### config.mk
export PLATFORM = sky130hd
export DESIGN_NAME = interrupt_flag_and_wake_logic
export DESIGN_NICKNAME = d
export VERILOG_FILES = /design/src/rtl/irq_wake_pkg.sv /design/src/rtl/pin_edge_if.sv /design/src/rtl/interrupt_flag_and_wake_logic.sv /design/src/rtl/pin_edge_detect.sv
export SDC_FILE = /design/constraint.sdc
export NUM_CORES = 1
export LEC_CHECK = 0
export ABC_CLOCK_PERIOD_IN_PS = 2410
export BUFFER_PORTS_ARGS = -buffer_cell sky130_fd_sc_hd__buf_4
export CAP_MARGIN = 0
export CORE_MARGIN = 2
export CORE_UTILIZATION = 55
export CTS_CLUSTER_DIAMETER = 40
export DETAILED_ROUTE_END_ITERATION = 12
export GPL_ROUTABILITY_DRIVEN = 0
export GPL_TIMING_DRIVEN = 0
export HOLD_SLACK_MARGIN = 0.03
export PLACE_DENSITY = 0.75
export RECOVER_POWER = 50
export SYNTH_ARGS = -nofsm -noshare
export SYNTH_HDL_FRONTEND = slang
export SYNTH_SLANG_ARGS = --single-unit
### constraint.sdc
create_clock -name clock_i -period 2.41 [get_ports clock_i]
set_input_delay 0.1205 -clock clock_i [delete_from_list [all_inputs] [get_ports clock_i]]
set_output_delay 0.1205 -clock clock_i [all_outputs]
set_load 0.02 [all_outputs]
### src/rtl/irq_wake_pkg.sv
// constants for the interrupt flag and wake logic
// assumes an 8-bit register port and 16 change-capable pins
package irq_wake_pkg;
  localparam int unsigned ADDR_W = 5;
  localparam int unsigned DATA_W = 8;
  localparam int unsigned PIN_N = 16;
  localparam int unsigned SEL_W = 4;
  localparam int unsigned PC_W = 21;
  // ----------------------------------------
  // register offsets
  // ----------------------------------------
  localparam logic [4:0] OFS_CTRL0 = 5'h00;
  localparam logic [4:0] OFS_FLAG0 = 5'h01;
  localparam logic [4:0] OFS_EN0 = 5'h02;
  localparam logic [4:0] OFS_PRIO0 = 5'h03;
  localparam logic [4:0] OFS_GFLAG = 5'h04;
  localparam logic [4:0] OFS_GEN = 5'h05;
  localparam logic [4:0] OFS_RISE_L = 5'h06;
  localparam logic [4:0] OFS_RISE_H = 5'h07;
  localparam logic [4:0] OFS_FALL_L = 5'h08;
  localparam logic [4:0] OFS_FALL_H = 5'h09;
  localparam logic [4:0] OFS_PFLAG_L = 5'h0A;
  localparam logic [4:0] OFS_PFLAG_H = 5'h0B;
  localparam logic [4:0] OFS_SEL_A = 5'h0C;
  localparam logic [4:0] OFS_SEL_B = 5'h0D;
  localparam logic [4:0] OFS_SEL_C = 5'h0E;
  localparam logic [4:0] OFS_TCTRL = 5'h0F;
  localparam logic [4:0] OFS_TCNT_L = 5'h10;
  localparam logic [4:0] OFS_TCNT_H = 5'h11;
  // ----------------------------------------
  // field positions
  // ----------------------------------------
  localparam int unsigned BIT_GIE = 7;
  localparam int unsigned BIT_PCHG = 4;
  localparam int unsigned BIT_FIRST_TIMER_COUNT = 5;
  localparam int unsigned BIT_T16 = 0;
  localparam int unsigned BIT_TON = 7;
  // ----------------------------------------
  // reset values and counts
  // ----------------------------------------
  localparam logic [7:0] RST_BYTE = 8'h00;
  localparam logic [3:0] RST_SEL = 4'h0;
  localparam logic [7:0] CNT8_TOP = 8'hFF;
  localparam logic [15:0] CNT16_TOP = 16'hFFFF;
  localparam logic [15:0] RST_CNT = 16'h0000;
  typedef enum logic [2:0] {
    ST_RUN = 3'b001,
    ST_SLEEP = 3'b010,
    ST_STEP = 3'b100
  } wake_state_t;
endpackage : irq_wake_pkg

### src/rtl/pin_edge_if.sv
// bundle of synchronised pin edge pulses, rise and fall
// assumes one clock; pulses last one cycle
`timescale 1ns/1ns
`default_nettype none
interface pin_edge_if;
  logic [15:0] rise;
  logic [15:0] fall;
  modport src (output rise, output fall);
  modport dst (input rise, input fall);
endinterface : pin_edge_if
`default_nettype wire

### src/rtl/interrupt_flag_and_wake_logic.sv
// interrupt flags, enables, priority and wake control
// assumes core handshakes and event pulses share clock_i
//
// The implementer's own choices: the register addresses and the plain strobed port.
`timescale 1ns/1ns
`default_nettype none
module interrupt_flag_and_wake_logic
  import irq_wake_pkg::*;
(
  input wire logic clock_i,
  input wire logic rstn_i,
  input wire logic [irq_wake_pkg::ADDR_W-1:0] addr_i,
  input wire logic [irq_wake_pkg::DATA_W-1:0] wdata_i,
  input wire logic wr_i,
  input wire logic rd_i,
  output logic [irq_wake_pkg::DATA_W-1:0] rdata_o,
  input wire logic [irq_wake_pkg::PIN_N-1:0] pins_i,
  input wire logic timer_tick_i,
  input wire logic [2:0] gate_event_i,
  input wire logic core_sleep_i,
  input wire logic step_done_i,
  input wire logic vec_ack_i,
  input wire logic [irq_wake_pkg::PC_W-1:0] pc_i,
  input wire logic [7:0] working_register_i,
  input wire logic [7:0] status_i,
  input wire logic [7:0] bsr_i,
  output logic irq_o,
  output logic wake_o,
  output logic vec_req_o,
  output logic vec_hi_o,
  output logic [irq_wake_pkg::PC_W-1:0] ret_pc_o,
  output logic [7:0] shadow_working_register_o,
  output logic [7:0] shadow_status_o,
  output logic [7:0] shadow_bsr_o
);
  import irq_wake_pkg::*;

  function automatic logic [7:0] w1c(input logic [7:0] q,
      input logic [7:0] set, input logic hit, input logic [7:0] d);
    w1c = (q & ~(hit ? d : 8'h00)) | set;
  endfunction : w1c

  pin_edge_if edges ();
  pin_edge_detect u_edges (
    .clock_i(clock_i),
    .rstn_i(rstn_i),
    .pins_i(pins_i),
    .edges(edges)
  );

  // ----------------------------------------
  // register port decode
  // ----------------------------------------
  logic [7:0] ctrl_q, flag_q, en_q, prio_q, gflag_q, gen_q, tctrl_q;
  logic [15:0] rise_sel_q, fall_sel_q, pflag_q, cnt_q;
  logic [3:0] sel_q [3];
  logic [7:0] rdata_q;
  wire wr_ctrl = wr_i && addr_i == OFS_CTRL0;
  wire wr_flag = wr_i && addr_i == OFS_FLAG0;
  wire wr_en = wr_i && addr_i == OFS_EN0;
  wire wr_prio = wr_i && addr_i == OFS_PRIO0;
  wire wr_gflag = wr_i && addr_i == OFS_GFLAG;
  wire wr_gen = wr_i && addr_i == OFS_GEN;
  wire wr_tctrl = wr_i && addr_i == OFS_TCTRL;
  wire wr_pfl = wr_i && addr_i == OFS_PFLAG_L;
  wire wr_pfh = wr_i && addr_i == OFS_PFLAG_H;
  wire [15:0] pf_clr = {wr_pfh ? wdata_i : 8'h00, wr_pfl ? wdata_i : 8'h00};
  wire global_enable_bit = ctrl_q[BIT_GIE];
  wire [2:0] edge_sel = ctrl_q[2:0];

  // ----------------------------------------
  // external requests
  // ----------------------------------------
  logic [2:0] ext_hit;
  genvar gi;
  generate
    for (gi = 0; gi < 3; gi++) begin : g_ext
      assign ext_hit[gi] = edge_sel[gi] ? edges.rise[sel_q[gi]]
                                        : edges.fall[sel_q[gi]];
      always_ff @(posedge clock_i or negedge rstn_i) begin
        if (!rstn_i) begin
          sel_q[gi] <= RST_SEL;
        end else if (wr_i && addr_i == OFS_SEL_A + 5'(gi)) begin
          sel_q[gi] <= wdata_i[3:0];
        end
      end
    end
  endgenerate

  // ----------------------------------------
  // timer0 counter and rollover
  // ----------------------------------------
  wire t16 = tctrl_q[BIT_T16];
  wire tstep = timer_tick_i && tctrl_q[BIT_TON];
  wire roll8 = tstep && !t16 && cnt_q[7:0] == CNT8_TOP;
  wire roll16 = tstep && t16 && cnt_q == CNT16_TOP;
  wire [15:0] cnt_inc = cnt_q + 16'h0001;
  wire [15:0] cnt_d = t16 ? cnt_inc : {8'h00, cnt_inc[7:0]};

  // ----------------------------------------
  // pin change flags
  // ----------------------------------------
  wire [15:0] pc_hit = (edges.rise & rise_sel_q)
                     | (edges.fall & fall_sel_q);
  wire [15:0] pflag_d = (pflag_q & ~pf_clr) | pc_hit;
  wire pchg_sum = |pflag_q;

  // ----------------------------------------
  // flag register 0 and gate flags
  // ----------------------------------------
  wire [7:0] f0_set = {2'b00, roll8 | roll16, 2'b00, ext_hit};
  wire [7:0] f0_raw = w1c(flag_q, f0_set, wr_flag, wdata_i);
  wire [7:0] f0_d = {f0_raw[7:5], 1'b0, f0_raw[3:0]};
  wire [7:0] gf_set = {5'b00000, gate_event_i};
  wire [7:0] gf_d = w1c(gflag_q, gf_set, wr_gflag, wdata_i) & 8'h07;
  wire [7:0] f0_view = flag_q | (8'(pchg_sum) << BIT_PCHG);

  // ----------------------------------------
  // pending, priority, wake
  // ----------------------------------------
  logic [2:0] snap_en_q;
  wake_state_t st_q, st_d;
  wire [7:0] pend0 = f0_view & en_q;
  wire [7:0] pendg = gflag_q & gen_q;
  wire any_pend = |pend0 || |pendg;
  wire hi_pend = |(pend0 & prio_q);
  wire [7:0] wake0 = {pend0[7:3], pend0[2:0] & snap_en_q};
  wire wake_src = |wake0 || |pendg;
  wire vec_d = global_enable_bit && any_pend && st_q == ST_RUN && !vec_ack_i;

  always_comb begin
    st_d = st_q;
    unique case (st_q)
      ST_RUN: if (core_sleep_i) st_d = ST_SLEEP;
      ST_SLEEP: if (wake_src) st_d = ST_STEP;
      ST_STEP: if (step_done_i) st_d = ST_RUN;
      default: st_d = ST_RUN;
    endcase
  end

  always_ff @(posedge clock_i or negedge rstn_i) begin
    if (!rstn_i) begin
      st_q <= ST_RUN;
      snap_en_q <= 3'b000;
    end else begin
      st_q <= st_d;
      if (st_q == ST_RUN && core_sleep_i) snap_en_q <= en_q[2:0];
    end
  end

  // ----------------------------------------
  // control registers
  // ----------------------------------------
  always_ff @(posedge clock_i or negedge rstn_i) begin
    if (!rstn_i) begin
      ctrl_q <= RST_BYTE;
      en_q <= RST_BYTE;
      prio_q <= RST_BYTE;
      gen_q <= RST_BYTE;
      tctrl_q <= RST_BYTE;
    end else begin
      if (wr_ctrl) ctrl_q <= wdata_i;
      if (wr_en) en_q <= wdata_i;
      if (wr_prio) prio_q <= wdata_i;
      if (wr_gen) gen_q <= wdata_i & 8'h07;
      if (wr_tctrl) tctrl_q <= wdata_i;
    end
  end

  always_ff @(posedge clock_i or negedge rstn_i) begin
    if (!rstn_i) begin
      rise_sel_q <= RST_CNT;
      fall_sel_q <= RST_CNT;
    end else begin
      if (wr_i && addr_i == OFS_RISE_L) rise_sel_q[7:0] <= wdata_i;
      if (wr_i && addr_i == OFS_RISE_H) rise_sel_q[15:8] <= wdata_i;
      if (wr_i && addr_i == OFS_FALL_L) fall_sel_q[7:0] <= wdata_i;
      if (wr_i && addr_i == OFS_FALL_H) fall_sel_q[15:8] <= wdata_i;
    end
  end

  // ----------------------------------------
  // flags and counter; set beats clear
  // ----------------------------------------
  always_ff @(posedge clock_i or negedge rstn_i) begin
    if (!rstn_i) begin
      flag_q <= RST_BYTE;
      gflag_q <= RST_BYTE;
      pflag_q <= RST_CNT;
      cnt_q <= RST_CNT;
    end else begin
      flag_q <= f0_d;
      gflag_q <= gf_d;
      pflag_q <= pflag_d;
      if (tstep) cnt_q <= cnt_d;
    end
  end

  // ----------------------------------------
  // read mux; unmapped reads zero
  // ----------------------------------------
  logic [7:0] rd_mux;
  always_comb begin
    unique case (addr_i)
      OFS_CTRL0: rd_mux = ctrl_q;
      OFS_FLAG0: rd_mux = f0_view;
      OFS_EN0: rd_mux = en_q;
      OFS_PRIO0: rd_mux = prio_q;
      OFS_GFLAG: rd_mux = gflag_q;
      OFS_GEN: rd_mux = gen_q;
      OFS_RISE_L: rd_mux = rise_sel_q[7:0];
      OFS_RISE_H: rd_mux = rise_sel_q[15:8];
      OFS_FALL_L: rd_mux = fall_sel_q[7:0];
      OFS_FALL_H: rd_mux = fall_sel_q[15:8];
      OFS_PFLAG_L: rd_mux = pflag_q[7:0];
      OFS_PFLAG_H: rd_mux = pflag_q[15:8];
      OFS_SEL_A: rd_mux = {4'h0, sel_q[0]};
      OFS_SEL_B: rd_mux = {4'h0, sel_q[1]};
      OFS_SEL_C: rd_mux = {4'h0, sel_q[2]};
      OFS_TCTRL: rd_mux = tctrl_q;
      OFS_TCNT_L: rd_mux = cnt_q[7:0];
      OFS_TCNT_H: rd_mux = cnt_q[15:8];
      default: rd_mux = 8'h00;
    endcase
  end

  // ----------------------------------------
  // outputs, all registered
  // ----------------------------------------
  always_ff @(posedge clock_i or negedge rstn_i) begin
    if (!rstn_i) begin
      rdata_q <= RST_BYTE;
      irq_o <= 1'b0;
      wake_o <= 1'b0;
      vec_req_o <= 1'b0;
      vec_hi_o <= 1'b0;
    end else begin
      rdata_q <= rd_i ? rd_mux : 8'h00;
      irq_o <= any_pend;
      wake_o <= st_q == ST_SLEEP && wake_src;
      vec_req_o <= vec_d;
      vec_hi_o <= vec_d && hi_pend;
    end
  end
  assign rdata_o = rdata_q;

  // context is captured when the core takes the vector
  always_ff @(posedge clock_i or negedge rstn_i) begin
    if (!rstn_i) begin
      ret_pc_o <= '0;
      shadow_working_register_o <= RST_BYTE;
      shadow_status_o <= RST_BYTE;
      shadow_bsr_o <= RST_BYTE;
    end else if (vec_ack_i) begin
      ret_pc_o <= pc_i;
      shadow_working_register_o <= working_register_i;
      shadow_status_o <= status_i;
      shadow_bsr_o <= bsr_i;
    end
  end

  // ----------------------------------------
  // assertions
  // ----------------------------------------
  property p_ext_set;
    @(posedge clock_i) disable iff (!rstn_i)
    ext_hit[0] |=> flag_q[0];
  endproperty
  a_ext_set: assert property (p_ext_set) else $error("ext flag lost");

  property p_roll8;
    @(posedge clock_i) disable iff (!rstn_i)
    roll8 |=> flag_q[BIT_FIRST_TIMER_COUNT] && cnt_q[7:0] == 8'h00;
  endproperty
  a_roll8: assert property (p_roll8) else $error("8-bit roll");

  property p_roll16;
    @(posedge clock_i) disable iff (!rstn_i)
    roll16 |=> flag_q[BIT_FIRST_TIMER_COUNT] && cnt_q == 16'h0000;
  endproperty
  a_roll16: assert property (p_roll16) else $error("16-bit roll");

  property p_irq;
    @(posedge clock_i) disable iff (!rstn_i)
    ##1 irq_o == $past(any_pend);
  endproperty
  a_irq: assert property (p_irq) else $error("irq level wrong");

  property p_sum;
    @(posedge clock_i) disable iff (!rstn_i)
    wr_flag && pflag_q != 16'h0000 |=> f0_view[BIT_PCHG];
  endproperty
  a_sum: assert property (p_sum) else $error("summary flag");

  property p_gate;
    @(posedge clock_i) disable iff (!rstn_i)
    gate_event_i[2] |=> gflag_q[2];
  endproperty
  a_gate: assert property (p_gate) else $error("gate flag lost");

  property p_novec;
    @(posedge clock_i) disable iff (!rstn_i)
    !global_enable_bit |=> !vec_req_o;
  endproperty
  a_novec: assert property (p_novec) else $error("vector w/o gie");

  property p_step;
    @(posedge clock_i) disable iff (!rstn_i)
    st_q == ST_STEP && !step_done_i |=> !vec_req_o && st_q == ST_STEP;
  endproperty
  a_step: assert property (p_step) else $error("vector before step");

  property p_ctx;
    @(posedge clock_i) disable iff (!rstn_i)
    vec_ack_i |=> ret_pc_o == $past(pc_i) && shadow_bsr_o == $past(bsr_i);
  endproperty
  a_ctx: assert property (p_ctx) else $error("context not saved");

  c_wake: cover property (@(posedge clock_i) disable iff (!rstn_i)
    st_q == ST_SLEEP ##1 st_q == ST_STEP);
  c_vec_hi: cover property (@(posedge clock_i) disable iff (!rstn_i)
    vec_hi_o);
  c_pchg: cover property (@(posedge clock_i) disable iff (!rstn_i)
    pchg_sum && en_q[BIT_PCHG]);
endmodule : interrupt_flag_and_wake_logic
`default_nettype wire

### src/rtl/pin_edge_detect.sv
// two-flop synchroniser and edge finder for the pin bank
// assumes pins are asynchronous to clock_i
`timescale 1ns/1ns
`default_nettype none
module pin_edge_detect (
  input wire logic clock_i,
  input wire logic rstn_i,
  input wire logic [15:0] pins_i,
  pin_edge_if.src edges
);
  logic [15:0] meta_q;
  logic [15:0] sync_q;
  logic [15:0] last_q;
  // ----------------------------------------
  // synchroniser; meta_q feeds sync_q only
  // ----------------------------------------
  always_ff @(posedge clock_i or negedge rstn_i) begin
    if (!rstn_i) begin
      meta_q <= 16'h0000;
      sync_q <= 16'h0000;
      last_q <= 16'h0000;
    end else begin
      meta_q <= pins_i;
      sync_q <= meta_q;
      last_q <= sync_q;
    end
  end
  assign edges.rise = sync_q & ~last_q;
  assign edges.fall = ~sync_q & last_q;
endmodule : pin_edge_detect
`default_nettype wire

==> flow_metrics.tcl <==
set metrics [dict create \
    grt_pass1_vias 8524 \
    rsz0062_at_grt "false" \
    power.switching_uw 3380 \
    crit_path_start_kind "register" \
    area.growth.synth_to_final_pct 29.9 \
    clock_latency_ns 0.52 \
    drt_iter0_drc 960 \
    synth_top_family_by_area "multiplexers" \
    status "complete, but fails checks" \
    drtAntennaViolNets 0 \
    synth.net_count 921 \
    h-tree-depth 2 \
    cts_buffers 36 \
    final_layout_size_suffix_gt1_share_pct 29.9 \
    start_util_pct 56.6 \
    yosysMostFrequentCell "dfrtp_1" \
    fin_nets 1175 \
    synth_xor_area_share_pct 0.822 \
    yosysWarnings 0 \
    dpl.hpwl_mm 20.7 \
    setup_viol 0 \
    synthArstFlopShare_pct 100 \
    slew-limit-headroom_pct -4.18 \
    tightestPinTransition_ns 1.56 \
    grt_pass1_wl_mm 48.5 \
    rr_endpoint "flag_q[1]" \
    cts_tree "built" \
    syn_area_per_cell_sq_um 12.8 \
    finalPower_uw 12000 \
    crit_path_max_fanout 10 \
    internal-power_uw 8640 \
    r2r-start "sel_q[4]" \
    syn_inst 835 \
    vias 8410 \
    seq_area_frac_synth_pct 54.5 \
    cts_resized 0 \
    grt_overflow_total 0 \
    ios 142 \
    finalHoldViolCount 0 \
    grt_max_degree 125 \
    drtPass1Iterations 7 \
    dpl.cell_count 1231 \
    synth-main-ff-cell "dfrtp_1" \
    min_path_cells 4 \
    num_antenna_cells 0 \
    wl_per_cell_um 22.9 \
    antenna_found_initial 0 \
    violations "capacitance limit, slew limit" \
    post-synth-top-area-fraction_pct 54.2 \
    synthMuxAreaShare_pct 18.8 \
    yosysUniqueCellTypes 69 \
    power_density_nw_per_um2 868 \
    power_frac_seq_pct 41.1 \
    crit_required_ns 2.81 \
    p_comb_share_pct 15.4 \
    clock_path_buffers 3 \
    clock.fmax_mhz 487 \
    yosys.area_share.simple_pct 12.4 \
    dieArea_sq_um 20500 \
    p_clk_share_pct 43.5 \
    ff2ff_setup_slack_ns 0.36 \
    worst_hold_path_type "in2reg" \
    core_sq_um 18800 \
    routed_via_density 6.11 \
    holdPathEnd "rdata_o[2]" \
    fin_skew_ns 0.0183 \
    fin_cells 1376 \
    drc 0 \
    final.min_clock_period_ns 2.05 \
    cts_num_sinks 232 \
    synth_area_leaders "dfrtp_1, mux2_2, mux4_2, a22oi_1, nand2_1" \
    clk_pin_slew_ns 0.05 \
    die_h_um 143 \
    synth_compound_area_share_pct 10.3 \
    ys_ff_latch 232 \
    hold_buffers 80 \
    synthTopCellsByCount "dfrtp_1, mux2_2, nand2_1, a22oi_1, inv_1" \
    worstPathArrival_ns 2.45 \
    synth_area_leader_cell "dfrtp_1" \
    final_max_slew_viol_count 109 \
    vdd_drop_max_mv 0.644 \
    post_cts_buffers 0 \
    nFillCells 1245 \
    cap_violations 1 \
    synth_area_sq_um 10700 \
    grtUsageTotal_pct 31.4 \
    cts-root-buf "clkbuf_16" \
    power_leakage_uw 0.00593 \
    synth-edff-count 0 \
    rows 50 \
    crit_path_end_kind "register" \
    pre_cts_ws_ns 0.453 \
    die_x_um 143 \
    timing_worst_setup_path_type "reg2reg" \
    swShare_pct 28.1 \
    setup_ws_ns 0.358 \
    timing.final.crit_share_pct 85.2 \
    routed_wl_mm 31.5 \
    r2r_cells 5 \
    portBuffers 135 \
    hold_start "addr_i[1]" \
    synth_fa_ha_area_share_pct 0.117 \
]
[stage by stage]
| step | TNS (ns) | cell area (sq um) | hold WS [ns] | util [%] |
|---|---|---|---|---|
| finish | 0 | 13800 | 0.0741 | 73.5 |
| global placement | -120.70 | 12000 | 0.230 | 63.7 |
| global route | 0 | 13800 | 0.103 | 73.5 |
| CTS | 0 | 14100 | 0.0558 | 74.6 |
| detailed placement | 0 | 12000 | 0.231 | 63.9 |
| floorplan | 0 | 10700 | -0.175 | - |
[power groups by stage]
stage | clock [uW] | combinational (uW) | sequential [uW]
floorplan | 0 | 1060 | 4890
global placement | 0 | 1710 | 4940
detailed placement | 0 | 1770 | 4960
CTS | 5250 | 1890 | 4910
global route | 5440 | 1980 | 4990
finish | 5230 | 1850 | 4940
[critical path, cell delays in order, from the launching register on]
cell and delay (ns):
dfrtp_1 0.45, buf_2 0.31, mux4_2 0.57, a221oi_1 0.34, o22ai_1 0.17, o311ai_1 0.10
[sequential cells by signal, summed over array words and instances, names as in the netlist, 7 cells and up]
signal                     cells
cnt_q                         16
u_edges.last_q                16
shadow_status_o                8
sel_q                         12
tctrl_q                        8
shadow_working_register_o      8
u_edges.meta_q                16
en_q                           8
shadow_bsr_o                   8
flag_q                         7
prio_q                         8
rdata_o                        8
rise_sel_q                    16
u_edges.sync_q                16
ctrl_q                         8
fall_sel_q                    16
pflag_q                       16
ret_pc_o                      21
[cell usage in the layout, fill, tap and decap left out, types with 11 or more instances in the layout]
master	n
clkbuf_1	76
nor2_1	21
mux4_2	19
and3_1	15
dfrtp_1	231
a21o_1	14
o21ai_0	11
buf_4	69
mux2_2	129
dlygate4sd3_1	80
nand2_1	52
clkbuf_16	37
o22ai_1	16
nand2b_1	28
clkbuf_4	17
a21oi_1	14
nand3_1	21
a22oi_1	37
inv_1	33
[worst max-delay path by stage]
| stage | start | end | depth (start not counted) |
|---|---|---|---|
| 2_1_floorplan | sel_q[4] | flag_q[1] | 5 |
| 3_3_place_gp | rstn_i | ret_pc_o[17] | 1 |
| 3_5_place_dp | pflag_q[6] | st_q[2] | 5 |
| 4_1_cts | sel_q[4] | flag_q[1] | 5 |
| 5_1_grt | rstn_i | ret_pc_o[15] | 3 |
| 6_report | sel_q[4] | flag_q[1] | 5 |
[routing by layer]
| metal | vias to the layer above | track usage [%] | routed length (um) |
|---|---|---|---|
| li1 | 3612 | - | - |
| met1 | 4130 | 40.9 | 11800 |
| met2 | 541 | 50.7 | 15000 |
| met5 | - | 0 | 0 |
| met4 | 0 | 13.8 | 1460 |
| met3 | 127 | 7.18 | 3200 |
[cell families (layout without fill, tap and decap cells)]
family,after synthesis,after routing
AOI/OAI and AO/OA,148,148
DFF,232,232
buffers and inverters,70,351
xor gates and xnor gates,10,10
muxes,157,157
and+or+nand+nor,217,217
adders and majority gates,1,1
[layout make-up]
type	instances	area, sq um	area share, %
inverter	33	124	0.894
clock inverter	19	221	1.60
timing repair buffer	216	1640	11.9
buffer	37	203	1.46
multi-input combinational	533	4530	32.7
sequential	232	5810	41.9
tap	260	325	2.35
clock buffer	46	1000	7.22
Power figures use the tool's default switching activity.
